--- config.mk ---
export PLATFORM = sky130hd
export DESIGN_NAME = phy_pin_ctrl
export DESIGN_NICKNAME = d
export VERILOG_FILES = /design/src/rtl/phy_pins_pkg.sv /design/src/rtl/tx_gather.sv /design/src/rtl/led_drive.sv /design/src/rtl/phy_pin_ctrl.sv
export VERILOG_INCLUDE_DIRS = /design/src /design/src/rtl
export SDC_FILE = /design/constraint.sdc
export NUM_CORES = 1
export LEC_CHECK = 0
export ABC_AREA = 1
export BUFFER_PORTS_ARGS = -buffer_cell sky130_fd_sc_hd__buf_2
export CAP_MARGIN = 20
export CORE_ASPECT_RATIO = 1.1
export CORE_MARGIN = 1.5
export CORE_UTILIZATION = 42
export DETAILED_ROUTE_END_ITERATION = 6
export PLACE_DENSITY = 0.76
export SLEW_MARGIN = 10
export SYNTH_ARGS = -nofsm -noshare
export SYNTH_HDL_FRONTEND = slang
export SYNTH_SLANG_ARGS = --single-unit
--- constraint.sdc ---
create_clock -name I_MCLK -period 1.6 [get_ports I_MCLK]
set_clock_uncertainty 0.15 [all_clocks]
set_input_delay 0.24 -clock I_MCLK [delete_from_list [all_inputs] [get_ports I_MCLK]]
set_output_delay 0.24 -clock I_MCLK [all_outputs]
set_load 0.05 [all_outputs]
--- src/rtl/phy_pins_defs.svh ---
// register offsets, field positions and reset values of the pin control block
`ifndef PHY_PINS_DEFS_SVH
`define PHY_PINS_DEFS_SVH
// register indices, byte address is four times the index
`define IDX_BASIC 6'h00
`define IDX_STRAP 6'h10
`define IDX_IRQ_STAT 6'h1b
`define IDX_IRQ_MASK 6'h1c
`define IDX_TX_NIB 6'h1d
`define IDX_LED_CTRL 6'h1e
`define IDX_PHY_CTRL2 6'h1f
// field positions
`define BIT_ANEG 12
`define BIT_ISOLATE 10
`define BIT_IRQ_POL 9
`define LED_MODE_HI 15
`define LED_MODE_LO 14
`define IRQ_LINK_UP 0
`define IRQ_LINK_DOWN 1
`define IRQ_RX_ERR 2
`define IRQ_COLLISION 3
`define IRQ_TX_START 4
// widths and reset values
`define IRQ_W 5
`define STRAP_W 4
`define RD_UNMAPPED 32'h0000_0000
`define POL_RESET 1'b0
`define LED_MODE_RESET 2'h0
`define IRQ_MASK_RESET 5'h00
`define STRAP_RESET 4'h0
`endif

--- src/rtl/phy_pins_pkg.sv ---
// types shared by the dual-function pin control block
package phy_pins_pkg;
  // captured strap levels, order matches the strap status register
  typedef struct packed {
    logic autoneg;
    logic isolate;
    logic cfg1;
    logic cfg0;
  } strap_s;
  // indicator pin modes
  typedef enum logic [1:0] {
    LED_LINK_ACT = 2'h0,
    LED_LINK = 2'h1,
    LED_RSV2 = 2'h2,
    LED_RSV3 = 2'h3
  } led_mode_e;
  // strap capture sequencing
  typedef enum logic [1:0] {
    ST_STRAP = 2'h1,
    ST_RUN = 2'h2
  } boot_e;
  // one gathered transmit nibble
  typedef struct packed {
    logic [3:0] data;
    logic valid;
  } tx_nib_s;
endpackage : phy_pins_pkg

--- src/rtl/tx_gather.sv ---
// transmit enable and data capture, four bits per beat in mii, two in rmii
`timescale 1ns/1ps
module tx_gather (
  // clock and reset
  input wire logic i_clk,
  input wire logic i_rst_n,
  // mode and mac side pins
  input wire logic i_rmii,
  input wire logic i_tx_en,
  input wire logic [3:0] i_txd,
  // gathered data
  output phy_pins_pkg::tx_nib_s o_nib,
  output logic o_start
);
  phy_pins_pkg::tx_nib_s nib_r;
  logic half_r;
  logic [1:0] low_r;
  logic en_d_r;
  // rmii pairs dibits low first; mii takes the nibble whole
  wire [3:0] data_nxt = i_rmii ? {i_txd[1:0], low_r} : i_txd;
  wire valid_nxt = i_tx_en & (~i_rmii | half_r);
  // data lines are ignored whenever enable is low
  always_ff @(posedge i_clk or negedge i_rst_n) begin
    if (!i_rst_n) begin
      nib_r <= '0;
      half_r <= 1'b0;
      low_r <= 2'h0;
      en_d_r <= 1'b0;
    end else begin
      nib_r.valid <= valid_nxt;
      if (valid_nxt) nib_r.data <= data_nxt;
      // an odd dibit at frame end is dropped with the half flag
      half_r <= i_rmii & i_tx_en & ~half_r;
      if (i_rmii & i_tx_en) low_r <= i_txd[1:0];
      en_d_r <= i_tx_en;
    end
  end
  assign o_nib = nib_r;
  assign o_start = i_tx_en & ~en_d_r;
endmodule : tx_gather

--- src/rtl/led_drive.sv ---
// indicator pin level generator for link and activity
`timescale 1ns/1ps
module led_drive (
  // clock and reset
  input wire logic i_clk,
  input wire logic i_rst_n,
  // mode and line state
  input phy_pins_pkg::led_mode_e i_mode,
  input wire logic i_link,
  input wire logic i_activity,
  // pin level, high is off
  output logic o_level
);
  logic blink_r;
  logic level_r;
  // activity toggles only while linked, so a dropped link starts clean
  wire blink_nxt = i_link & (blink_r ^ i_activity);
  // reserved modes keep the indicator dark
  wire level_nxt = (i_mode == phy_pins_pkg::LED_LINK_ACT) ? (~i_link | blink_nxt) :
                   (i_mode == phy_pins_pkg::LED_LINK) ? ~i_link : 1'b1;
  always_ff @(posedge i_clk or negedge i_rst_n) begin
    if (!i_rst_n) begin
      blink_r <= 1'b0;
      level_r <= 1'b1;
    end else begin
      blink_r <= blink_nxt;
      level_r <= level_nxt;
    end
  end
  assign o_level = level_r;
endmodule : led_drive

--- src/rtl/phy_pin_ctrl.sv ---
// dual-function pin control of the transceiver with an avalon-mm register slave
//
// Function
// - strap the receive-error pin as isolate at reset; afterwards drive receive error.
// - interrupt pin polarity follows bit 9 of register 1Fh, low active by default.
// - interrupt status and mask registers select and report interrupt causes.
// - register 1Eh bits 15:14 set indicator mode; 00 link/activity, 01 link only.
// - strap the indicator pin into auto-negotiation enable, register 0h bit 12.
// - strap the collision pin as config bit 0; afterwards drive collision in mii.
// - strap the carrier pin as config bit 1; afterwards drive carrier sense in mii.
// - mii transmit takes four data bits while enable is high, ignores them otherwise.
// - rmii transmit takes two data bits per clock while enable is high.
// - strap pins are inputs during reset and the capture cycle after it, outputs otherwise; isolate frees all but the indicator, rmii frees col and crs.
//
// The placing of the registers and the Avalon-MM slave port are this design's own decisions.
`timescale 1ns/1ps
`include "phy_pins_defs.svh"
module phy_pin_ctrl (
  // clock and reset
  input wire logic I_MCLK,
  input wire logic I_RST_N,
  // avalon-mm register slave
  input wire logic [7:0] I_AVS_ADDRESS,
  input wire logic I_AVS_READ,
  input wire logic I_AVS_WRITE,
  input wire logic [31:0] I_AVS_WRITEDATA,
  input wire logic [3:0] I_AVS_BYTEENABLE,
  output logic [31:0] O_AVS_READDATA,
  output logic O_AVS_WAITREQUEST,
  output logic O_IRQ,
  // line state from the transceiver core
  input wire logic I_LINK_UP,
  input wire logic I_ACTIVITY,
  input wire logic I_RX_ERR,
  input wire logic I_CORE_COLLISION,
  input wire logic I_CORE_CARRIER,
  input wire logic I_RMII_MODE,
  // receive error pin, isolate strap
  input wire logic I_RECEIVE_ERROR_OUT,
  output logic O_RECEIVE_ERROR_OUT,
  output logic O_RECEIVE_ERROR_OUT_OE_N,
  // collision pin, config bit zero strap
  input wire logic I_COLLISION_PIN,
  output logic O_COLLISION_PIN,
  output logic O_COLLISION_PIN_OE_N,
  // carrier sense pin, config bit one strap
  input wire logic I_CARRIER_PIN,
  output logic O_CARRIER_PIN,
  output logic O_CARRIER_PIN_OE_N,
  // indicator pin, auto-negotiation strap
  input wire logic I_INDICATOR_ZERO_PIN,
  output logic O_INDICATOR_ZERO_PIN,
  output logic O_INDICATOR_ZERO_PIN_OE_N,
  // interrupt pin
  output logic O_IRQ_PIN,
  // mac transmit pins
  input wire logic I_TRANSMIT_ENABLE_IN,
  input wire logic [3:0] I_TXD,
  // transmit data towards the core
  output logic [3:0] O_TX_NIBBLE,
  output logic O_TX_NIBBLE_VALID,
  // strap results towards the core
  output logic [1:0] O_CFG_STRAP,
  output logic O_ISOLATE,
  output logic O_AUTONEG_EN
);

  // ----------------------------------------------------------------------
  // helpers
  // ----------------------------------------------------------------------

  // merge write data into a word under the byte enables
  function automatic logic [31:0] be_merge(input logic [31:0] old_w,
                                           input logic [31:0] new_w,
                                           input logic [3:0] be);
    logic [31:0] res;
    res = old_w;
    for (int i = 0; i < 4; i++) begin
      if (be[i]) res[i*8 +: 8] = new_w[i*8 +: 8];
    end
    return res;
  endfunction : be_merge

  // ----------------------------------------------------------------------
  // strap capture
  // ----------------------------------------------------------------------

  phy_pins_pkg::boot_e state_r;
  phy_pins_pkg::boot_e state_nxt;
  phy_pins_pkg::strap_s strap_r;
  phy_pins_pkg::strap_s strap_nxt;
  logic run;

  // the pins sit undriven through reset, so the first edge after release
  // sees only the board pulls
  assign strap_nxt = '{autoneg: I_INDICATOR_ZERO_PIN, isolate: I_RECEIVE_ERROR_OUT,
                       cfg1: I_CARRIER_PIN, cfg0: I_COLLISION_PIN};
  assign run = (state_r == phy_pins_pkg::ST_RUN);

  // one capture then run until the next reset
  always_comb begin
    unique case (state_r)
      phy_pins_pkg::ST_STRAP: state_nxt = phy_pins_pkg::ST_RUN;
      phy_pins_pkg::ST_RUN: state_nxt = phy_pins_pkg::ST_RUN;
      default: state_nxt = phy_pins_pkg::ST_STRAP;
    endcase
  end

  always_ff @(posedge I_MCLK or negedge I_RST_N) begin
    if (!I_RST_N) begin
      state_r <= phy_pins_pkg::ST_STRAP;
      strap_r <= `STRAP_RESET;
    end else begin
      state_r <= state_nxt;
      if (state_r == phy_pins_pkg::ST_STRAP) strap_r <= strap_nxt;
    end
  end

  // ----------------------------------------------------------------------
  // avalon-mm slave
  // ----------------------------------------------------------------------

  logic ack_r;
  logic [31:0] rdata_r;
  logic [5:0] idx;
  logic req;
  logic ack_nxt;
  logic wr_fire;
  logic [31:0] rd_word;

  // one wait state per access, held off entirely until straps are in
  assign idx = I_AVS_ADDRESS[7:2];
  assign req = I_AVS_READ | I_AVS_WRITE;
  assign ack_nxt = req & ~ack_r & run;
  assign wr_fire = I_AVS_WRITE & ack_r;
  assign O_AVS_WAITREQUEST = req & ~ack_r;

  // ----------------------------------------------------------------------
  // control registers
  // ----------------------------------------------------------------------

  logic aneg_r;
  logic iso_r;
  logic pol_r;
  phy_pins_pkg::led_mode_e led_mode_r;
  logic [`IRQ_W-1:0] mask_r;
  logic [`IRQ_W-1:0] stat_r;
  logic [31:0] basic_word;
  logic [31:0] basic_new;
  logic [31:0] led_new;
  logic [31:0] ctrl2_new;
  logic [31:0] mask_new;
  logic [31:0] clr_word;
  logic wr_basic;
  logic wr_led;
  logic wr_ctrl2;
  logic wr_mask;
  logic wr_stat;

  assign wr_basic = wr_fire & (idx == `IDX_BASIC);
  assign wr_led = wr_fire & (idx == `IDX_LED_CTRL);
  assign wr_ctrl2 = wr_fire & (idx == `IDX_PHY_CTRL2);
  assign wr_mask = wr_fire & (idx == `IDX_IRQ_MASK);
  assign wr_stat = wr_fire & (idx == `IDX_IRQ_STAT);

  // byte-lane merge keeps untouched fields when a lane is not enabled
  assign basic_word = (32'(aneg_r) << `BIT_ANEG) | (32'(iso_r) << `BIT_ISOLATE);
  assign basic_new = be_merge(basic_word, I_AVS_WRITEDATA, I_AVS_BYTEENABLE);
  assign led_new = be_merge(32'(led_mode_r) << `LED_MODE_LO, I_AVS_WRITEDATA,
                            I_AVS_BYTEENABLE);
  assign ctrl2_new = be_merge(32'(pol_r) << `BIT_IRQ_POL, I_AVS_WRITEDATA, I_AVS_BYTEENABLE);
  assign mask_new = be_merge(32'(mask_r), I_AVS_WRITEDATA, I_AVS_BYTEENABLE);
  assign clr_word = be_merge(32'h0000_0000, I_AVS_WRITEDATA, I_AVS_BYTEENABLE);

  // basic control loads its strap values at capture, software may override
  always_ff @(posedge I_MCLK or negedge I_RST_N) begin
    if (!I_RST_N) begin
      aneg_r <= 1'b0;
      iso_r <= 1'b0;
    end else if (state_r == phy_pins_pkg::ST_STRAP) begin
      aneg_r <= strap_nxt.autoneg;
      iso_r <= strap_nxt.isolate;
    end else if (wr_basic) begin
      aneg_r <= basic_new[`BIT_ANEG];
      iso_r <= basic_new[`BIT_ISOLATE];
    end
  end

  // mode, polarity and mask registers
  always_ff @(posedge I_MCLK or negedge I_RST_N) begin
    if (!I_RST_N) begin
      led_mode_r <= phy_pins_pkg::led_mode_e'(`LED_MODE_RESET);
      pol_r <= `POL_RESET;
      mask_r <= `IRQ_MASK_RESET;
    end else begin
      if (wr_led) led_mode_r <= phy_pins_pkg::led_mode_e'(led_new[`LED_MODE_HI:`LED_MODE_LO]);
      if (wr_ctrl2) pol_r <= ctrl2_new[`BIT_IRQ_POL];
      if (wr_mask) mask_r <= mask_new[`IRQ_W-1:0];
    end
  end

  // ----------------------------------------------------------------------
  // interrupt events
  // ----------------------------------------------------------------------

  logic link_d_r;
  logic [`IRQ_W-1:0] ev;
  logic [`IRQ_W-1:0] stat_nxt;
  logic irq_pin_r;
  logic tx_start;

  assign ev[`IRQ_LINK_UP] = I_LINK_UP & ~link_d_r;
  assign ev[`IRQ_LINK_DOWN] = ~I_LINK_UP & link_d_r;
  assign ev[`IRQ_RX_ERR] = I_RX_ERR & run;
  assign ev[`IRQ_COLLISION] = I_CORE_COLLISION & run;
  assign ev[`IRQ_TX_START] = tx_start & run;
  // write one to clear, a new event in the same cycle wins
  assign stat_nxt = (stat_r & ~(wr_stat ? clr_word[`IRQ_W-1:0] : '0)) | ev;
  assign O_IRQ = |(stat_r & mask_r);

  always_ff @(posedge I_MCLK or negedge I_RST_N) begin
    if (!I_RST_N) begin
      link_d_r <= 1'b0;
      stat_r <= '0;
      irq_pin_r <= 1'b1;
    end else begin
      link_d_r <= I_LINK_UP;
      stat_r <= stat_nxt;
      irq_pin_r <= pol_r ? O_IRQ : ~O_IRQ;
    end
  end
  assign O_IRQ_PIN = irq_pin_r;

  // ----------------------------------------------------------------------
  // read path
  // ----------------------------------------------------------------------

  phy_pins_pkg::tx_nib_s nib;

  // unmapped indices read zero and still complete
  assign rd_word = (idx == `IDX_BASIC) ? basic_word :
                   (idx == `IDX_STRAP) ? 32'(strap_r) :
                   (idx == `IDX_IRQ_STAT) ? 32'(stat_r) :
                   (idx == `IDX_IRQ_MASK) ? 32'(mask_r) :
                   (idx == `IDX_TX_NIB) ? 32'(nib.data) :
                   (idx == `IDX_LED_CTRL) ? (32'(led_mode_r) << `LED_MODE_LO) :
                   (idx == `IDX_PHY_CTRL2) ? (32'(pol_r) << `BIT_IRQ_POL) :
                   `RD_UNMAPPED;

  always_ff @(posedge I_MCLK or negedge I_RST_N) begin
    if (!I_RST_N) begin
      ack_r <= 1'b0;
      rdata_r <= '0;
    end else begin
      ack_r <= ack_nxt;
      if (ack_nxt & I_AVS_READ) rdata_r <= rd_word;
    end
  end
  assign O_AVS_READDATA = rdata_r;

  // ----------------------------------------------------------------------
  // pin outputs
  // ----------------------------------------------------------------------

  logic rxerr_r;
  logic col_r;
  logic crs_r;
  logic led_level;

  // isolate releases the mac-facing outputs, indicator stays driven
  always_ff @(posedge I_MCLK or negedge I_RST_N) begin
    if (!I_RST_N) begin
      rxerr_r <= 1'b0;
      col_r <= 1'b0;
      crs_r <= 1'b0;
    end else begin
      rxerr_r <= I_RX_ERR;
      col_r <= I_CORE_COLLISION;
      crs_r <= I_CORE_CARRIER;
    end
  end

  led_drive u_led (
    .i_clk(I_MCLK),
    .i_rst_n(I_RST_N),
    .i_mode(led_mode_r),
    .i_link(I_LINK_UP),
    .i_activity(I_ACTIVITY),
    .o_level(led_level)
  );

  // enables stay off until capture; col and crs carry nothing in rmii
  assign O_RECEIVE_ERROR_OUT = rxerr_r;
  assign O_RECEIVE_ERROR_OUT_OE_N = ~run | iso_r;
  assign O_COLLISION_PIN = col_r;
  assign O_COLLISION_PIN_OE_N = ~run | iso_r | I_RMII_MODE;
  assign O_CARRIER_PIN = crs_r;
  assign O_CARRIER_PIN_OE_N = ~run | iso_r | I_RMII_MODE;
  assign O_INDICATOR_ZERO_PIN = led_level;
  assign O_INDICATOR_ZERO_PIN_OE_N = ~run;

  // ----------------------------------------------------------------------
  // transmit capture
  // ----------------------------------------------------------------------

  tx_gather u_tx (
    .i_clk(I_MCLK),
    .i_rst_n(I_RST_N),
    .i_rmii(I_RMII_MODE),
    .i_tx_en(I_TRANSMIT_ENABLE_IN),
    .i_txd(I_TXD),
    .o_nib(nib),
    .o_start(tx_start)
  );

  assign O_TX_NIBBLE = nib.data;
  assign O_TX_NIBBLE_VALID = nib.valid;
  assign O_CFG_STRAP = {strap_r.cfg1, strap_r.cfg0};
  assign O_ISOLATE = iso_r;
  assign O_AUTONEG_EN = aneg_r;
endmodule : phy_pin_ctrl

Word-level counts from Yosys, hierarchy flattened
Index checks and enable logic that the tools add are counted.
Widths: inputs -> output; s select.
{"block": "classes", "eq_ne": 9, "reduce_logical": 8, "n_bitwise": 38, "muxes": 19}
{"operator": "$mux 16", "count": 6}
{"operator": "$eq 6x5->1 const B", "count": 6}
{"operator": "$and 1x1->1", "count": 19}
{"operator": "$mux 5", "count": 3}
{"operator": "$or 13x11->13", "count": 1}
{"operator": "$and 5x5->5", "count": 2}
{"operator": "$mux 10", "count": 1}
{"operator": "$not 1->1", "count": 8}
{"operator": "$mux 1", "count": 7}
{"operator": "$logic_not 6->1", "count": 1}
{"operator": "$reduce_and 2->1", "count": 3}
{"operator": "$not 5->5", "count": 1}
{"operator": "$or 1x1->1", "count": 5}
{"operator": "$or 5x5->5", "count": 1}
{"operator": "$reduce_or 5->1", "count": 1}
{"operator": "$eq 2x1->1 const B", "count": 2}
{"operator": "$mux 4", "count": 1}
{"operator": "$eq 2x2->1 const B", "count": 1}
{"operator": "$logic_not 2->1", "count": 1}
{"operator": "$mux 2", "count": 1}
{"operator": "$reduce_bool 2->1", "count": 1}
{"operator": "$reduce_or 2->1", "count": 1}
{"operator": "$xor 1x1->1", "count": 1}
{"block": "word_totals", "output_inout_bits": 52, "word_cells": 99, "ff_bits": 70}

Depth between registers and ports, before layout
{"block": "logic_depth", "depth_word": 8, "ltp_mapped": 9, "mapped_depth_nobuf": 9}

By module
Synthesis repeated with hierarchy kept, for this count alone.
{"block": "hier_totals", "hier_cells": 321, "hier_area_um2": 2531.2}
{"module": "phy_pin_ctrl", "area_per_inst_um2": 2031.9, "seq_area_each_um2": 928.4, "cells_each": 259, "n_inst": 1}
{"module": "tx_gather", "area_per_inst_um2": 397.9, "seq_area_each_um2": 225.2, "cells_each": 49, "n_inst": 1}
{"module": "led_drive", "area_per_inst_um2": 101.3, "seq_area_each_um2": 51.3, "cells_each": 13, "n_inst": 1}

Worst setup path before layout
Ideal clock, no wire load.
{"block": "synth_timing", "kind": "register to output", "start": "register state_r[0]", "end": "output port O_COLLISION_PIN_OE_N", "arrival_ns": 2.068, "path_stages_with_launch": 7, "slack_ns": -0.858, "path_buffers": 1, "required_ns": 1.210, "cell_sequence": "dfstp_2 inv_1 ha_1 inv_2 or2_2 or2_1 buf_4"}
{"block": "synth_between", "elab_chain_len": 4}
{"item": "start: declaration", "line": "phy_pin_ctrl.sv:88", "text": "phy_pins_pkg::boot_e state_r;"}
{"item": "start signal: assignment", "line": "phy_pin_ctrl.sv:111", "text": "state_r <= phy_pins_pkg::ST_STRAP;"}
{"item": "start signal: assignment", "line": "phy_pin_ctrl.sv:114", "text": "state_r <= state_nxt;"}
{"item": "$eq 2x2->1", "line": "phy_pin_ctrl.sv:98", "text": "assign run = (state_r == phy_pins_pkg::ST_RUN);"}
{"item": "$not 1->1"}
{"item": "named net O_INDICATOR_ZERO_PIN_OE_N", "line": "phy_pin_ctrl.sv:53", "text": "output logic O_INDICATOR_ZERO_PIN_OE_N,"}
{"item": "$or 1x1->1", "line": "phy_pin_ctrl.sv:296", "text": "assign O_COLLISION_PIN_OE_N = ~run | iso_r | I_RMII_MODE;"}
{"item": "named net O_RECEIVE_ERROR_OUT_OE_N", "line": "phy_pin_ctrl.sv:41", "text": "output logic O_RECEIVE_ERROR_OUT_OE_N,"}
{"item": "$or 1x1->1", "line": "phy_pin_ctrl.sv:296"}
{"item": "end: declaration", "line": "phy_pin_ctrl.sv:45", "text": "output logic O_COLLISION_PIN_OE_N,"}
The timed path passes the listed nets, and every way through them passes these cells.

Final worst setup path
{"block": "layout_timing", "start": "register state_r[0]", "end": "output port O_COLLISION_PIN_OE_N"}
{"block": "layout_between", "elab_chain_len": 4}
{"item": "$eq 2x2->1", "line": "phy_pin_ctrl.sv:98"}
{"item": "$not 1->1", "line": "phy_pin_ctrl.sv:296"}
{"item": "$or 1x1->1 (2 in a row)", "line": "phy_pin_ctrl.sv:296"}
Every way passes these cells.

==> metrics <==
detailed-route wire length=5580 um; Chip Width=75.8 um; Max-cap violations=0; gr ovfl total=0; async set-or-reset flop fraction in the synthesized netlist=1.00; Layout Nets=453; failing checks=setup timing; initial antenna violation count=0; FF-to-FF Start=state_r[0]; register bit total from synthesis=48; Yosys cell types=32; Max VDD drop=0.000586 V; H-tree depth=2; Worst Path Arrival=1550 ps; largest net degree at the start of global routing=49; first-pass GRT wire length=8940 um; Boundary Pins=115; Worst setup EP type=primary output; Pre-antenna DRT Iters=4; P_leak=1.74 nW; worst r2r dst=O_AVS_READDATA[1]; outcome=finished, violations left; syn avg cell area=8.30 um2; share of layout cells above drive strength 1=0.317; count leader, synth=nand2_1; Total Routing Usage GR=0.190; R2R Setup Slk=20 ps; type of the most critical hold path=input port to flip-flop; crit path time final=1940 ps; Hold Path Sink=led_mode_r[1]; top cells by count, synth=nand2_1 (79), dfrtp_1 (45), inv_1 (31); synthesized area=0.00245 mm2; CTS Buf Count=5; final hold vios=0; clk buf depth=2; Worst-Skew Late Latency=300 ps; top post-synthesis cells by area=dfrtp_1 (46%), nand2_1 (12%), buf_4 (7.7%); max-slew violations=0; RSZ-0062 raised after global routing=yes; CTS root buf=clkbuf_8; port bufs=66; DRC=0; Synthesis Warnings=0; CP required=1210 ps; top_reg_cell synth=dfrtp_1; period utilisation layout=1.22; sequential element share of the synthesized area=0.492; routed len/inst=12.0 um; vias in the first global route=2002; CTS Sinks=48; gpl congestion=0.883; critical path class=flip-flop to primary output; Vias=2125; num rows=29; DRT iter0 DRCs=109; Worst-path clk slew=90 ps; Die Span Y=83.1 um; Worst Setup Start Kind=flip-flop; Final setup viols=5; pwr dens=883 mW/mm2; Post-DRT Antenna Nets=0; R2R depth=9; Hold Crit Depth=3; detailed placer's ending HPWL=4060 um; area share of the leading cell type in the synthesized netlist=0.460; antenna fix cells=0; Initial Utilization=0.430; die area=0.00630 mm2; crit-path max FO=2; Hold Crit Start=I_AVS_WRITEDATA[15]; Synth Instances=295; core box area=0.00570 mm2; Layout area overhead=30.8%; Post-synth EDFFs=0; total chip power=2.83 mW; post-route setup slack=-345 ps; Fmax=0.514 GHz; CTS tree=yes; Yosys top cell by area=dfrtp_1; Util after Layout=0.562; routed vias/inst=4.57
## metal layers
metal / share of wire / routed length, um / vias to the layer above / track usage
met2: 0.52 / 2910 / 68 / 0.308
li1: - / - / 1066 / -
met3: 0.051 / 285 / 6 / 0.0498
met5: 0 / 0 / - / 0
met4: 0.013 / 72 / 0 / 0.0617
met1: 0.41 / 2320 / 985 / 0.243
## registers in the layout, indices dropped and copies added, names as in the netlist, 2 cells and up
signal / count
O_AVS_READDATA: 10
u_tx.low_r: 2
strap_r: 2
led_mode_r: 2
stat_r: 5
state_r: 2
O_CFG_STRAP: 2
mask_r: 5
u_tx.o_nib: 5
## cells in the final DEF, fill, tap and decap left out, drive strengths merged
cell / n
buf: 83
nand2: 82
dfrtp: 45
inv: 36
nor2: 30
conb: 22
nand3: 21
o21ai: 18
dlygate4sd3: 8
nor3: 7
clkbuf: 7
nand4: 6
a21oi: 6
clkinv: 4
dfstp: 3
or2: 2
a22o: 2
ha: 2
o22ai: 1
xnor2: 1
a21boi: 1
o31ai: 1
## power by group
part	internal [mW]	switching (mW)	leakage, nW
clock network	0.345	0.397	0.0473
registers	1.29	0.0516	0.582
logic	0.212	0.533	1.11
## what timing repair did
action,CTS,global route
buffers inserted,5,5
hold buffers,8,0
hold endpoints to repair,52,0
pin swaps,4,2
setup endpoints to repair,13,17
resized for setup,14,11
gates cloned,0,1
## worst max-delay path: stages, from the launching register on
cell and delay, ps:
dfstp_2 380, inv_2 60, ha_4 160, inv_8 30
or2_4 220, or2_4 250, buf_8 150
## metrics by stage
| stage | hold slack, ps | worst slack [ps] | cells | area (um2) | setup TNS, ps |
|---|---|---|---|---|---|
| after floorplan | -206 | -272 | 316 | 2570 | -369 |
| after global placement | 94.7 | -61.7 | 439 | 2850 | -167 |
| after detailed placement | 93.0 | -86.6 | 439 | 2850 | -336 |
| after CTS | 21.2 | -362 | 459 | 3110 | -1220 |
| after global routing | 23.1 | -410 | 465 | 3200 | -1670 |
| final | 20.2 | -345 | 465 | 3200 | -1210 |
## worst max-delay path by stage
stage | slack (ps) | endpoint | depth (start not counted) | from
after global placement | -60 | O_COLLISION_PIN_OE_N | 6 | state_r[0]
after floorplan | -270 | O_COLLISION_PIN_OE_N | 6 | state_r[0]
after detailed placement | -90 | O_CARRIER_PIN_OE_N | 6 | state_r[0]
after global routing | -410 | O_COLLISION_PIN_OE_N | 5 | state_r[1]
final | -340 | O_COLLISION_PIN_OE_N | 6 | state_r[0]
after CTS | -360 | O_CARRIER_PIN_OE_N | 6 | state_r[0]
## cell type report
cell class / instances / area, um2
Fill cell: 557 / 2490
Sequential cell: 48 / 1200
Multi-Input combinational cell: 202 / 1030
Timing Repair Buffer: 92 / 623
Inverter: 39 / 159
Tap cell: 77 / 96.3
Clock buffer: 6 / 82.6
Clock inverter: 1 / 8.76
## logic make-up (layout without fill, tap and decap cells)
logic type	count (synthesis)	after routing	synth area share
AO/OA/AOI/OAI	29	29	0.0664
flip-flops	48	48	0.492
other	1	22	0.00153
XOR/XNOR	1	1	0.00358
buffers and inverters	66	138	0.140
AND/OR/NAND/NOR	148	148	0.286
adder cells (fa/ha/maj)	2	2	0.0102
No activity file was read; power rests on OpenSTA's default activity.
